==> src/shared/amp_fault_cfg.svh <==
// Offsets, bit positions and reset values of the fault status and mask bank.
`ifndef AMP_FAULT_CFG_SVH
`define AMP_FAULT_CFG_SVH

`define OFS_CHANNEL_FAULT_STATUS    8'h70
`define OFS_GLOBAL_FAULT_STATUS_ONE 8'h71
`define OFS_GLOBAL_FAULT_STATUS_TWO 8'h72
`define OFS_WARNING_STATUS          8'h73
`define OFS_FAULT_REPORT_MASK       8'h74
`define OFS_FAULT_LATCH_CONTROL     8'h75
`define OFS_FAULT_CLEAR             8'h78

`define RST_STATUS                  8'h00
`define RST_FAULT_REPORT_MASK       8'h00
`define RST_FAULT_LATCH_CONTROL     8'hF8

// Channel fault status bits.
`define BIT_LEFT_DC                 3
`define BIT_RIGHT_DC                2
`define BIT_LEFT_OC                 1
`define BIT_RIGHT_OC                0
// Global fault status one bits.
`define BIT_OTP_CRC                 7
`define BIT_BIQUAD_WR               6
`define BIT_EEPROM_LOAD             5
`define BIT_CLOCK_FAULT             2
`define BIT_PVDD_OV                 1
`define BIT_PVDD_UV                 0
// Global fault status two bits.
`define BIT_RIGHT_CBC               2
`define BIT_LEFT_CBC                1
`define BIT_THERMAL_SD              0
// Warning status bits.
`define BIT_LEFT_CBCW               5
`define BIT_RIGHT_CBCW              4
`define BIT_OTW_LEVEL_HI            3
`define BIT_OTW_LEVEL_LO            0
// Fault report mask bits; bit 3 is reserved.
`define BIT_MASK_THERMAL_SD         7
`define BIT_MASK_LOGIC_UV           6
`define BIT_MASK_LOGIC_OV           5
`define BIT_MASK_CLOCK              4
`define BIT_MASK_RESERVED           3
`define BIT_MASK_POWER              2
`define BIT_DC_REPORT_MASK          1
`define BIT_OC_REPORT_MASK          0
// Fault latch control bits.
`define BIT_LATCH_CBC_FAULT         7
`define BIT_LATCH_CBC_WARN          6
`define BIT_LATCH_CLOCK             5
`define BIT_LATCH_THERMAL_SD        4
`define BIT_LATCH_THERMAL_WARN      3
`define BIT_MASK_THERMAL_WARN       2
`define BIT_MASK_CBC_WARN           1
`define BIT_MASK_CBC_FAULT          0
// Fault clear register bit.
`define BIT_ANALOG_FAULT_CLEAR      7

`define SYNC_STAGES                 2

`endif

==> src/shared/amp_fault_pkg.sv <==
// Types shared by the fault status and mask bank.
`default_nettype none
package amp_fault_pkg;

  typedef logic [7:0] reg_byte_t;

  // Fault conditions from the analog monitors, all levels.
  typedef struct packed {
    logic thermal_shutdown_flag;
    logic right_current_limit_fault_flag;
    logic left_current_limit_fault_flag;
    logic logic_supply_overvoltage;
    logic logic_supply_undervoltage;
    logic clock_fault;
    logic power_supply_overvoltage_flag;
    logic power_supply_undervoltage_flag;
    logic left_dc_fault_flag;
    logic right_dc_fault_flag;
    logic left_overcurrent_flag;
    logic right_overcurrent_flag;
  } fault_in_s;

  // Warning conditions from the analog monitors, all levels.
  typedef struct packed {
    logic left_current_limit_warning_flag;
    logic right_current_limit_warning_flag;
    logic thermal_warning_level_four;
    logic thermal_warning_level_three;
    logic thermal_warning_level_two;
    logic thermal_warning_level_one;
  } warn_in_s;

  // Digital status from the control clock domain.
  typedef struct packed {
    logic otpCrcError;
    logic biquad_write_error_flag;
    logic eepromLoadError;
  } digital_status_s;

  // Register port request.
  typedef struct packed {
    logic      wrEn;
    logic      rdEn;
    reg_byte_t addr;
    reg_byte_t wData;
  } reg_req_s;

endpackage : amp_fault_pkg
`default_nettype wire

==> src/core/amp_fault_status_mask.sv <==
// Fault and warning status bank with report masks and latch control.
`timescale 1ns/1ps
`default_nettype none
`include "amp_fault_cfg.svh"

// Behaviour
// - Channel status: DC and overcurrent flags, read-only.
// - Global one bit 7: OTP CRC failure.
// - Global one bit 6: biquad write failed.
// - Global one bit 5: EEPROM boot load failed.
// - Global two: right/left current-limit faults.
// - Global two bit 0: thermal shutdown.
// - Warning bits 5/4: current-limit warnings, 7-6 reserved.
// - Warning bits 3-0: four thermal warning levels.
// - Mask bit 7 hides thermal shutdown report.
// - Mask bits 6/5 hide logic supply faults.
// - Mask bit 4 hides clock fault; bit 3 reserved.
// - Mask bit 2 hides power supply faults.
// - Mask bits 1/0 hide DC/overcurrent; reset zero.
// - Latch control: five latch enables, three masks.
// - Clear register bit 7 clears latched faults.
module amp_fault_status_mask
  import amp_fault_pkg::*;
(
  // Clock and reset
  input  wire logic            clk,
  input  wire logic            srst,
  // Register port
  input  wire reg_req_s        regReq,
  output logic                 rdValid,
  output reg_byte_t            rdData,
  // Monitor conditions, asynchronous
  input  wire fault_in_s       faultIn,
  input  wire warn_in_s        warnIn,
  // Digital status, control clock domain
  input  wire digital_status_s digitalStatus,
  // Reports
  output logic                 faultReport,
  output logic                 warnReport,
  output logic                 analogFaultClear
);

  localparam int FAULT_W = $bits(fault_in_s);
  localparam int WARN_W  = $bits(warn_in_s);

  // Synchronised monitor levels.
  fault_in_s faultSync;
  warn_in_s  warnSync;

  fault_sync #(
    .WIDTH  (FAULT_W),
    .STAGES (`SYNC_STAGES)
  ) uFaultSync (
    .clk     (clk),
    .srst    (srst),
    .asyncIn (faultIn),
    .syncOut (faultSync)
  );

  fault_sync #(
    .WIDTH  (WARN_W),
    .STAGES (`SYNC_STAGES)
  ) uWarnSync (
    .clk     (clk),
    .srst    (srst),
    .asyncIn (warnIn),
    .syncOut (warnSync)
  );

  // Software registers.
  reg_byte_t maskCtl_reg;
  reg_byte_t maskCtl_next;
  reg_byte_t latchCtl_reg;
  reg_byte_t latchCtl_next;
  logic      clear_reg;
  logic      clear_next;
  logic      rdValid_reg;
  reg_byte_t rdData_reg;
  reg_byte_t rdData_next;

  // Address decode.
  wire selChannel = regReq.addr == `OFS_CHANNEL_FAULT_STATUS;
  wire selGlobal1 = regReq.addr == `OFS_GLOBAL_FAULT_STATUS_ONE;
  wire selGlobal2 = regReq.addr == `OFS_GLOBAL_FAULT_STATUS_TWO;
  wire selWarning = regReq.addr == `OFS_WARNING_STATUS;
  wire selMask    = regReq.addr == `OFS_FAULT_REPORT_MASK;
  wire selLatch   = regReq.addr == `OFS_FAULT_LATCH_CONTROL;
  wire selClear   = regReq.addr == `OFS_FAULT_CLEAR;

  // Writes to the status offsets match no write strobe, so they fall away unseen.
  wire wrMask  = regReq.wrEn & selMask;
  wire wrLatch = regReq.wrEn & selLatch;
  wire wrClear = regReq.wrEn & selClear;

  // The reserved mask bit is not stored, so it always reads zero.
  localparam reg_byte_t MASK_WRITABLE = ~(8'h01 << `BIT_MASK_RESERVED);

  assign maskCtl_next  = wrMask ? (regReq.wData & MASK_WRITABLE)
                                : maskCtl_reg;
  assign latchCtl_next = wrLatch ? regReq.wData : latchCtl_reg;
  // The clear is a self-clearing strobe; the stored byte never reads back.
  assign clear_next    = wrClear & regReq.wData[`BIT_ANALOG_FAULT_CLEAR];

  always_ff @(posedge clk) begin
    if (srst) begin
      maskCtl_reg  <= `RST_FAULT_REPORT_MASK;
      latchCtl_reg <= `RST_FAULT_LATCH_CONTROL;
      clear_reg    <= 1'b0;
    end else begin
      maskCtl_reg  <= maskCtl_next;
      latchCtl_reg <= latchCtl_next;
      clear_reg    <= clear_next;
    end
  end

  // Latch enables per fault bit. DC, overcurrent and supply faults are
  // always latched; the others follow the latch control register.
  wire latchCbcFault = latchCtl_reg[`BIT_LATCH_CBC_FAULT];
  wire latchCbcWarn  = latchCtl_reg[`BIT_LATCH_CBC_WARN];
  wire latchClock    = latchCtl_reg[`BIT_LATCH_CLOCK];
  wire latchThermSd  = latchCtl_reg[`BIT_LATCH_THERMAL_SD];
  wire latchThermW   = latchCtl_reg[`BIT_LATCH_THERMAL_WARN];

  fault_in_s faultLatchEn;
  warn_in_s  warnLatchEn;

  assign faultLatchEn = '{
    thermal_shutdown_flag          : latchThermSd,
    right_current_limit_fault_flag : latchCbcFault,
    left_current_limit_fault_flag  : latchCbcFault,
    logic_supply_overvoltage       : 1'b1,
    logic_supply_undervoltage      : 1'b1,
    clock_fault                    : latchClock,
    power_supply_overvoltage_flag  : 1'b1,
    power_supply_undervoltage_flag : 1'b1,
    left_dc_fault_flag             : 1'b1,
    right_dc_fault_flag            : 1'b1,
    left_overcurrent_flag          : 1'b1,
    right_overcurrent_flag         : 1'b1
  };

  assign warnLatchEn = '{
    left_current_limit_warning_flag  : latchCbcWarn,
    right_current_limit_warning_flag : latchCbcWarn,
    thermal_warning_level_four       : latchThermW,
    thermal_warning_level_three      : latchThermW,
    thermal_warning_level_two        : latchThermW,
    thermal_warning_level_one        : latchThermW
  };

  // Sticky flags; a condition still present at clear stays set.
  fault_in_s faultFlag;
  warn_in_s  warnFlag;

  fault_latch #(
    .WIDTH (FAULT_W)
  ) uFaultLatch (
    .clk     (clk),
    .srst    (srst),
    .live    (faultSync),
    .latchEn (faultLatchEn),
    .clear   (clear_reg),
    .flags   (faultFlag)
  );

  fault_latch #(
    .WIDTH (WARN_W)
  ) uWarnLatch (
    .clk     (clk),
    .srst    (srst),
    .live    (warnSync),
    .latchEn (warnLatchEn),
    .clear   (clear_reg),
    .flags   (warnFlag)
  );

  // Status images; reserved positions are constant zero.
  reg_byte_t channelImg;
  reg_byte_t global1Img;
  reg_byte_t global2Img;
  reg_byte_t warningImg;

  always_comb begin
    channelImg = `RST_STATUS;
    channelImg[`BIT_LEFT_DC]  = faultFlag.left_dc_fault_flag;
    channelImg[`BIT_RIGHT_DC] = faultFlag.right_dc_fault_flag;
    channelImg[`BIT_LEFT_OC]  = faultFlag.left_overcurrent_flag;
    channelImg[`BIT_RIGHT_OC] = faultFlag.right_overcurrent_flag;
  end

  always_comb begin
    global1Img = `RST_STATUS;
    global1Img[`BIT_OTP_CRC]     = digitalStatus.otpCrcError;
    global1Img[`BIT_BIQUAD_WR]   = digitalStatus.biquad_write_error_flag;
    global1Img[`BIT_EEPROM_LOAD] = digitalStatus.eepromLoadError;
    global1Img[`BIT_CLOCK_FAULT] = faultFlag.clock_fault;
    global1Img[`BIT_PVDD_OV]     = faultFlag.power_supply_overvoltage_flag;
    global1Img[`BIT_PVDD_UV]     = faultFlag.power_supply_undervoltage_flag;
  end

  always_comb begin
    global2Img = `RST_STATUS;
    global2Img[`BIT_RIGHT_CBC]  = faultFlag.right_current_limit_fault_flag;
    global2Img[`BIT_LEFT_CBC]   = faultFlag.left_current_limit_fault_flag;
    global2Img[`BIT_THERMAL_SD] = faultFlag.thermal_shutdown_flag;
  end

  always_comb begin
    warningImg = `RST_STATUS;
    warningImg[`BIT_LEFT_CBCW]  = warnFlag.left_current_limit_warning_flag;
    warningImg[`BIT_RIGHT_CBCW] = warnFlag.right_current_limit_warning_flag;
    warningImg[`BIT_OTW_LEVEL_HI:`BIT_OTW_LEVEL_LO] = {
      warnFlag.thermal_warning_level_four,
      warnFlag.thermal_warning_level_three,
      warnFlag.thermal_warning_level_two,
      warnFlag.thermal_warning_level_one
    };
  end

  // Read multiplexer; unmapped and write-only addresses read zero.
  assign rdData_next =
    selChannel ? channelImg   :
    selGlobal1 ? global1Img   :
    selGlobal2 ? global2Img   :
    selWarning ? warningImg   :
    selMask    ? maskCtl_reg  :
    selLatch   ? latchCtl_reg :
                 `RST_STATUS;

  // Read data is captured only when a read is taken, so it holds between
  // answers and a late poll still sees the last value.
  always_ff @(posedge clk) begin
    if (srst) begin
      rdValid_reg <= 1'b0;
      rdData_reg  <= `RST_STATUS;
    end else begin
      rdValid_reg <= regReq.rdEn;
      if (regReq.rdEn) begin
        rdData_reg <= rdData_next;
      end
    end
  end

  assign rdValid = rdValid_reg;
  assign rdData  = rdData_reg;

  // Report gating. Masks only hide the report; the status bits still show
  // the condition so software can poll any masked fault but a logic supply one, which has no status bit.
  wire maskThermSd = maskCtl_reg[`BIT_MASK_THERMAL_SD];
  wire maskLogicUv = maskCtl_reg[`BIT_MASK_LOGIC_UV];
  wire maskLogicOv = maskCtl_reg[`BIT_MASK_LOGIC_OV];
  wire maskClock   = maskCtl_reg[`BIT_MASK_CLOCK];
  wire maskPower   = maskCtl_reg[`BIT_MASK_POWER];
  wire maskDc      = maskCtl_reg[`BIT_DC_REPORT_MASK];
  wire maskOc      = maskCtl_reg[`BIT_OC_REPORT_MASK];
  wire maskCbcF    = latchCtl_reg[`BIT_MASK_CBC_FAULT];
  wire maskCbcW    = latchCtl_reg[`BIT_MASK_CBC_WARN];
  wire maskThermW  = latchCtl_reg[`BIT_MASK_THERMAL_WARN];

  wire repThermSd = faultFlag.thermal_shutdown_flag & ~maskThermSd;
  wire repLogic   = (faultFlag.logic_supply_undervoltage & ~maskLogicUv)
                  | (faultFlag.logic_supply_overvoltage & ~maskLogicOv);
  wire repClock   = faultFlag.clock_fault & ~maskClock;
  wire repPower   = (faultFlag.power_supply_undervoltage_flag
                  | faultFlag.power_supply_overvoltage_flag) & ~maskPower;
  wire repDc      = (faultFlag.left_dc_fault_flag
                  | faultFlag.right_dc_fault_flag) & ~maskDc;
  wire repOc      = (faultFlag.left_overcurrent_flag
                  | faultFlag.right_overcurrent_flag) & ~maskOc;
  wire repCbcF    = (faultFlag.left_current_limit_fault_flag
                  | faultFlag.right_current_limit_fault_flag) & ~maskCbcF;
  wire repCbcW    = (warnFlag.left_current_limit_warning_flag
                  | warnFlag.right_current_limit_warning_flag) & ~maskCbcW;
  wire repThermW  = (warnFlag.thermal_warning_level_four
                  | warnFlag.thermal_warning_level_three
                  | warnFlag.thermal_warning_level_two
                  | warnFlag.thermal_warning_level_one) & ~maskThermW;

  wire faultReport_next = repThermSd | repLogic | repClock | repPower
                        | repDc | repOc | repCbcF;
  wire warnReport_next  = repCbcW | repThermW;

  logic faultReport_reg;
  logic warnReport_reg;

  always_ff @(posedge clk) begin
    if (srst) begin
      faultReport_reg <= 1'b0;
      warnReport_reg  <= 1'b0;
    end else begin
      faultReport_reg <= faultReport_next;
      warnReport_reg  <= warnReport_next;
    end
  end

  assign faultReport      = faultReport_reg;
  assign warnReport       = warnReport_reg;
  assign analogFaultClear = clear_reg;

endmodule : amp_fault_status_mask
`default_nettype wire

==> src/core/fault_sync.sv <==
// Two-stage synchroniser for a vector of asynchronous levels.
`timescale 1ns/1ps
`default_nettype none
`include "amp_fault_cfg.svh"
module fault_sync #(
  parameter int WIDTH  = 1,
  parameter int STAGES = `SYNC_STAGES
) (
  // Clock and reset
  input  wire logic             clk,
  input  wire logic             srst,
  // Levels
  input  wire logic [WIDTH-1:0] asyncIn,
  output logic      [WIDTH-1:0] syncOut
);

  if (WIDTH < 1 || STAGES < 2) begin : gBadParams
    $error("fault_sync needs WIDTH >= 1 and STAGES >= 2");
  end

  logic [STAGES-1:0][WIDTH-1:0] stage_reg;

  // Only the next stage reads the first one.
  always_ff @(posedge clk) begin
    if (srst) begin
      stage_reg <= '0;
    end else begin
      stage_reg <= {stage_reg[STAGES-2:0], asyncIn};
    end
  end

  assign syncOut = stage_reg[STAGES-1];

endmodule : fault_sync
`default_nettype wire

==> src/core/fault_latch.sv <==
// Per-bit sticky fault flags with latch enable and a common clear.
`timescale 1ns/1ps
`default_nettype none
module fault_latch #(
  parameter int WIDTH = 1
) (
  // Clock and reset
  input  wire logic             clk,
  input  wire logic             srst,
  // Condition and control
  input  wire logic [WIDTH-1:0] live,
  input  wire logic [WIDTH-1:0] latchEn,
  input  wire logic             clear,
  // Flags
  output logic      [WIDTH-1:0] flags
);

  if (WIDTH < 1) begin : gBadWidth
    $error("fault_latch needs WIDTH >= 1");
  end

  logic [WIDTH-1:0] flag_reg;
  logic [WIDTH-1:0] flag_next;

  // A live condition always sets the flag, so a fault during clear is kept.
  for (genvar i = 0; i < WIDTH; i++) begin : gBit
    assign flag_next[i] = live[i] | (latchEn[i] & flag_reg[i] & ~clear);
  end

  always_ff @(posedge clk) begin
    if (srst) begin
      flag_reg <= '0;
    end else begin
      flag_reg <= flag_next;
    end
  end

  assign flags = flag_reg;

endmodule : fault_latch
`default_nettype wire

==> config.mk <==
export PLATFORM = sky130hd
export DESIGN_NAME = amp_fault_status_mask
export DESIGN_NICKNAME = d
export VERILOG_FILES = /design/src/shared/amp_fault_pkg.sv /design/src/core/amp_fault_status_mask.sv /design/src/core/fault_sync.sv /design/src/core/fault_latch.sv
export VERILOG_INCLUDE_DIRS = /design/src /design/src/shared
export SDC_FILE = /design/constraint.sdc
export NUM_CORES = 1
export LEC_CHECK = 0
export BUFFER_PORTS_ARGS = -buffer_cell sky130_fd_sc_hd__buf_2
export CAP_MARGIN = 40
export CORE_MARGIN = 3
export CORE_UTILIZATION = 30
export CTS_BUF_LIST = sky130_fd_sc_hd__clkbuf_8
export CTS_CLUSTER_DIAMETER = 80
export DETAILED_ROUTE_END_ITERATION = 16
export PLACE_DENSITY = 0.52
export SKIP_LAST_GASP = 1
export SYNTH_ARGS = -nofsm -noshare
export SYNTH_HDL_FRONTEND = slang
export SYNTH_HIERARCHICAL = 1
export SYNTH_SLANG_ARGS = --single-unit
export TNS_END_PERCENT = 100
==> constraint.sdc <==
create_clock -name clk -period 1.4 [get_ports clk]
set_clock_uncertainty 0.2 [all_clocks]
set_input_delay 0.07 -clock clk [delete_from_list [all_inputs] [get_ports clk]]
set_output_delay 0.07 -clock clk [all_outputs]
set_load 0.01 [all_outputs]
======== Word level (Yosys, flattened, before mapping) ========
Cells that the tools add are included.
word-level totals
  register bits after elaboration ......... 81
  latch bits .............................. 0
  RAM bits ................................ 0
  ROM bits ................................ 0
  input port bits ......................... 41
  word-level logic and storage cells ...... 113
  memories kept ........................... 0
cells by class
  $add $sub $neg .......................... 0
  $mul .................................... 0
  div/mod/pow operators ................... 0
  order comparisons ....................... 0
  equality and inequality tests ........... 7
  shift-type cells ........................ 0
  muxes and demuxes ....................... 6
  bitwise operators ....................... 87
  reductions and logical operators ........ 0
operator list
  operator                                        count
  == test 8 x 7 -> 1 bit (second input constant)  7
  two-way mux 8 bit                               6
  AND 1 bit                                       42
  bitwise OR 1 bit                                34
  inverter 1 bit                                  11

======== Depth between registers and ports, before layout ========
  word-level depth ........................ 9
  gate-level depth with buffers ........... 6

======== By module ========
The synthesis kept the hierarchy.
by module, submodules not included
  module                      times used  cells an instance  area each (sq um)  sequential area each (sq um)
  amp_fault_status_mask       1           166                1,433.9            540.5
  fault_sync at uFaultSync    1           62                 783.3              480.5
  fault_latch at uFaultLatch  1           50                 445.4              240.2
  fault_sync at uWarnSync     1           31                 411.6              240.2
  fault_latch at uWarnLatch   1           24                 217.7              120.1

======== Worst setup path after synthesis ========
Ideal clock, no wire load.
  path kind ............................... input port to flip-flop
  start ................................... input port regReq[15] in the netlist's numbering
  end ..................................... register maskCtl_reg[7]
  data arrival time ....................... 1.010 ns
  data required time ...................... 1.072 ns
  path slack .............................. 0.062 ns
  stages on the path ...................... 5
  path buffers ............................ 1
  path through ............................ and4b_2 > buf_6 > nand4_2 > mux2i_1 > nor2_1
between the ends
  cells in the longest elaborated chain, start to end .. 2
ends and longest elaborated chain
  element                           RTL line                      RTL
  start, declared                   amp_fault_status_mask.sv:29   input wire reg_req_s regReq,
  == test 8 x 7 -> 1 bit (no line)  --
  AND 1 bit                         amp_fault_status_mask.sv:91   wire wrMask = regReq.wrEn & selMask;
  end signal, assigned              amp_fault_status_mask.sv:106  maskCtl_reg <= `RST_FAULT_REPORT_MASK;
  end signal, assigned              amp_fault_status_mask.sv:110  maskCtl_reg <= maskCtl_next;
  end, declared                     amp_fault_status_mask.sv:71   reg_byte_t maskCtl_reg;
No other way between the ends.
A chain may end at the register's enable or synchronous reset.

======== Final worst setup path ========
  start ................................... register uWarnLatch.flag_reg[3], in the netlist uWarnLatch/flags[3]
  end ..................................... register rdData_reg[3], in the netlist rdData[3]
between the ends
  cells in the longest elaborated chain, start to end .. 4
ends and longest elaborated chain
  element                                   RTL line                      RTL
  start, declared                           fault_latch.sv:22             logic [WIDTH-1:0] flag_reg;
  start signal, assigned                    fault_latch.sv:34             flag_reg <= flag_next;
  two-way mux 8 bit (no line) (4 in a row)  --
  end signal, assigned                      amp_fault_status_mask.sv:235  rdData_reg <= `RST_STATUS;
  end signal, assigned                      amp_fault_status_mask.sv:239  rdData_reg <= rdData_next;
  end, declared                             amp_fault_status_mask.sv:78   reg_byte_t rdData_reg;
No other way between the ends.

==> flow_metrics.tcl <==
set metrics [dict create \
    synth-edff-count 0 \
    max_freq_mhz 734 \
    clock-sinks 81 \
    swShare_pct 23.5 \
    clock_latency_ns 0.35 \
    p_leak_nw 1.85 \
    vias 2511 \
    ir_drop_uv 480 \
    drive_above_1_share_pct 28.3 \
    area_delta_synth_final_pct 30.6 \
    cp.arrival_ns 1.45 \
    synth_cells 333 \
    drv_slew 0 \
    routedWlPerCell_um 13.4 \
    synth_area_leader_cell "dfxtp_1" \
    stdcell_area_um2 4300 \
    clock_path_buffers 2 \
    ff2ff_setup_slack_ns 0.04 \
    route.detailed.drc 0 \
    hold_class "primary input to flop" \
    row_count 37 \
    layout_min_cycle_time_ns 1.36 \
    grt_pass1_wl_um 12700 \
    synth_flop_cell "dfxtp_1" \
    first_global_vias 2601 \
    critical_path.cell_chain "and3_4, nand3_2, a221o_1, a21oi_2" \
    synth_warnings 6 \
    synth_top_area_share_pct 49.3 \
    seq_area_frac_synth_pct 49.3 \
    start_util_pct 31.3 \
    hold_violations 0 \
    grt.overflow.total 0 \
    core-area_um2 10500 \
    cts_tree "done" \
    ios 53 \
    power.net_switching_mw 1.06 \
    startpoint_type "flop" \
    ys_ff_latch 81 \
    gp_congestion 0.930 \
    power_density_nw_per_um2 1050 \
    num-fill-cells 1050 \
    synthArstFlopShare_pct 0 \
    status "finished, final reports clean" \
    fp.dieArea_um2 12300 \
    die_h_um 111 \
    cap_viol_max_count 0 \
    track_usage_pct 12.9 \
    finalSetupViolCount 0 \
    cp-end-kind "flop" \
    p_int_mw 3.45 \
    port_buffers 52 \
    combinationalPowerShare_pct 10.0 \
    clk_pin_slew_ns 0.08 \
    slowest_delay_ns 0.36 \
    grt_max_degree 44 \
    nNetsFinal 470 \
    synth_cell_types 47 \
    vias_per_cell 4.41 \
    cts_root_buf "clkbuf_8" \
    drtIter0Drc 119 \
    path_buf_inv 0 \
    slowest_stage "dfxtp_1" \
    period_share_pct 97.3 \
    die_w_um 111 \
    synth.area.top_cells "dfxtp_1 49%, nor2b_2 5.9%, buf_4 4.3%, nand3b_1 4.3%, mux2i_1 4.3%" \
    path_class "flop to flop" \
    path_delay_family "compound AO/OA/AOI/OAI gates" \
    firstDrtPassIters 4 \
    placed_area_um2 3700 \
    antenna_found_initial 0 \
    worstPathRequired_ns 1.48 \
    cp_max_fo 2 \
    cts-buffers-inserted 9 \
    seqPwrFrac_pct 53.8 \
    drtAntennaViolNets 0 \
    finalPower_mw 4.51 \
    clkPwrFrac_pct 36.2 \
    hpwlAfterDp_um 5120 \
    synth.avg_cell_area_um2 9.89 \
    routed_wl_um 7660 \
    diodes 0 \
    syn_area_um2 3290 \
    htreeDepth 3 \
]
-- routing by layer --
metal  track usage [%]  vias up  part of all wire [%]
met4              4.19        0                   1.1
met2              20.8       68                    46
li1                  -     1284                     -
met1              16.8     1151                    46
met3              3.60        8                   6.9
met5                 0        -                     0
-- placed cells by master (no fill, tap or decap), types with 2 or more instances in the layout --
master         synthesis  final
a211o_1                5      5
a211oi_1               2      2
a21oi_1               25     23
a21oi_2                0      2
a221o_1                2      2
a311oi_1               2      2
a31oi_1                2      2
a32oi_1                2      2
and2_1                 2      2
and2b_1                4      4
and2b_2                2      2
buf_12                 0      4
buf_2                  4     52
buf_4                 19     15
clkbuf_8               0      9
conb_1                 1      8
dfxtp_1               81     81
dlygate4sd3_1          0     40
inv_1                 29     32
mux2_2                 2      2
mux2i_1               14     14
nand2_1               10     10
nand3_1                5      5
nand3_2                2      2
nand3b_1              19     19
nor2_1                28     28
nor2b_1               10     10
nor2b_2               22     22
nor2b_4                2      2
nor4_1                 2      2
o21ai_0                3      3
o22ai_1                3      3
o2bb2ai_1              2      2
-- worst paths after layout --
kind	endpoint	start	cells after the start
setup / recovery	rdData[3]$_SDFFE_PP0P_	uWarnLatch/flags[3]$_SDFF_PP0_	4
setup reg to reg	rdData[3]$_SDFFE_PP0P_	uWarnLatch/flags[3]$_SDFF_PP0_	4
hold reg to reg	uWarnLatch/flags[5]$_SDFF_PP0_	uWarnSync/syncOut[5]$_SDFF_PP0_	2
hold / removal	analogFaultClear$_SDFF_PP0_	regReq[8]	5
-- power by group through the flow --
stage / logic [mW] / registers [mW] / clock network [mW]
floorplan: 0.232 / 2.47 / 0
global placement: 0.355 / 2.48 / 0
detailed placement: 0.357 / 2.48 / 0
CTS: 0.449 / 2.43 / 1.69
global route: 0.502 / 2.43 / 1.80
finish: 0.452 / 2.43 / 1.63
-- logic make-up (layout without fill, tap and decap cells) --
family / Yosys count / count (layout) / share of synthesized area, %
compound gates: 54 / 54 / 10.7
buf+inv: 62 / 156 / 10.8
flops: 81 / 81 / 49.3
mux: 17 / 17 / 5.63
other cells: 1 / 8 / 0.114
simple gates: 118 / 118 / 23.5
-- through the flow --
step / hold slack, ns / setup slack [ns] / util (%) / instances / setup TNS (ns)
finish: 0.0244 / 0.0384 / 40.9 / 570 / 0
detailed placement: 0.0850 / -0.0941 / 35.2 / 514 / -0.717
CTS: 0.00999 / 0.0260 / 40.7 / 569 / 0
floorplan: -0.0609 / 0.0618 / - / 340 / 0
global placement: 0.0786 / -0.0473 / 35.2 / 514 / -0.342
global route: 0.0293 / -0.00146 / 40.9 / 570 / -0.00146
-- worst register-to-register path, delay by kind of cell, from the launching register on --
family          cells  cell delay (ns)
simple gates        2             0.27
flops               1             0.36
compound gates      2             0.47
-- timing repair --
action                                  CTS  global route
endpoints found under the setup margin    0             4
hold buffers                             39             2
buffers inserted                          0             0
endpoints found under the hold margin    40             8
gates resized for setup                   0             4
-- Yosys cell counts (all sizes together), types with 2 or more instances --
library cell  number
and2b              6
inv               29
a211o              5
and3               2
o2bb2ai            2
a21oi             25
nor4               2
dfxtp             81
buf               29
clkbuf             4
nor2              29
nand3              7
nand2             10
nand4              2
nor2b             34
mux2               2
a311oi             2
o21ai              3
a31oi              2
a211oi             2
a221o              2
o22ai              3
a32oi              2
and2               2
mux2i             14
nand3b            19
-- cell type report --
class,instances,area (um^2),area share [%]
Timing Repair Buffer,111,853,19.8
Inverter,29,109,2.53
Tap cell,136,170,3.96
Multi-Input combinational cell,197,1360,31.6
Sequential cell,81,1620,37.7
Clock inverter,7,63.8,1.48
Clock buffer,9,124,2.88
(Power assumes the default switching activity.)
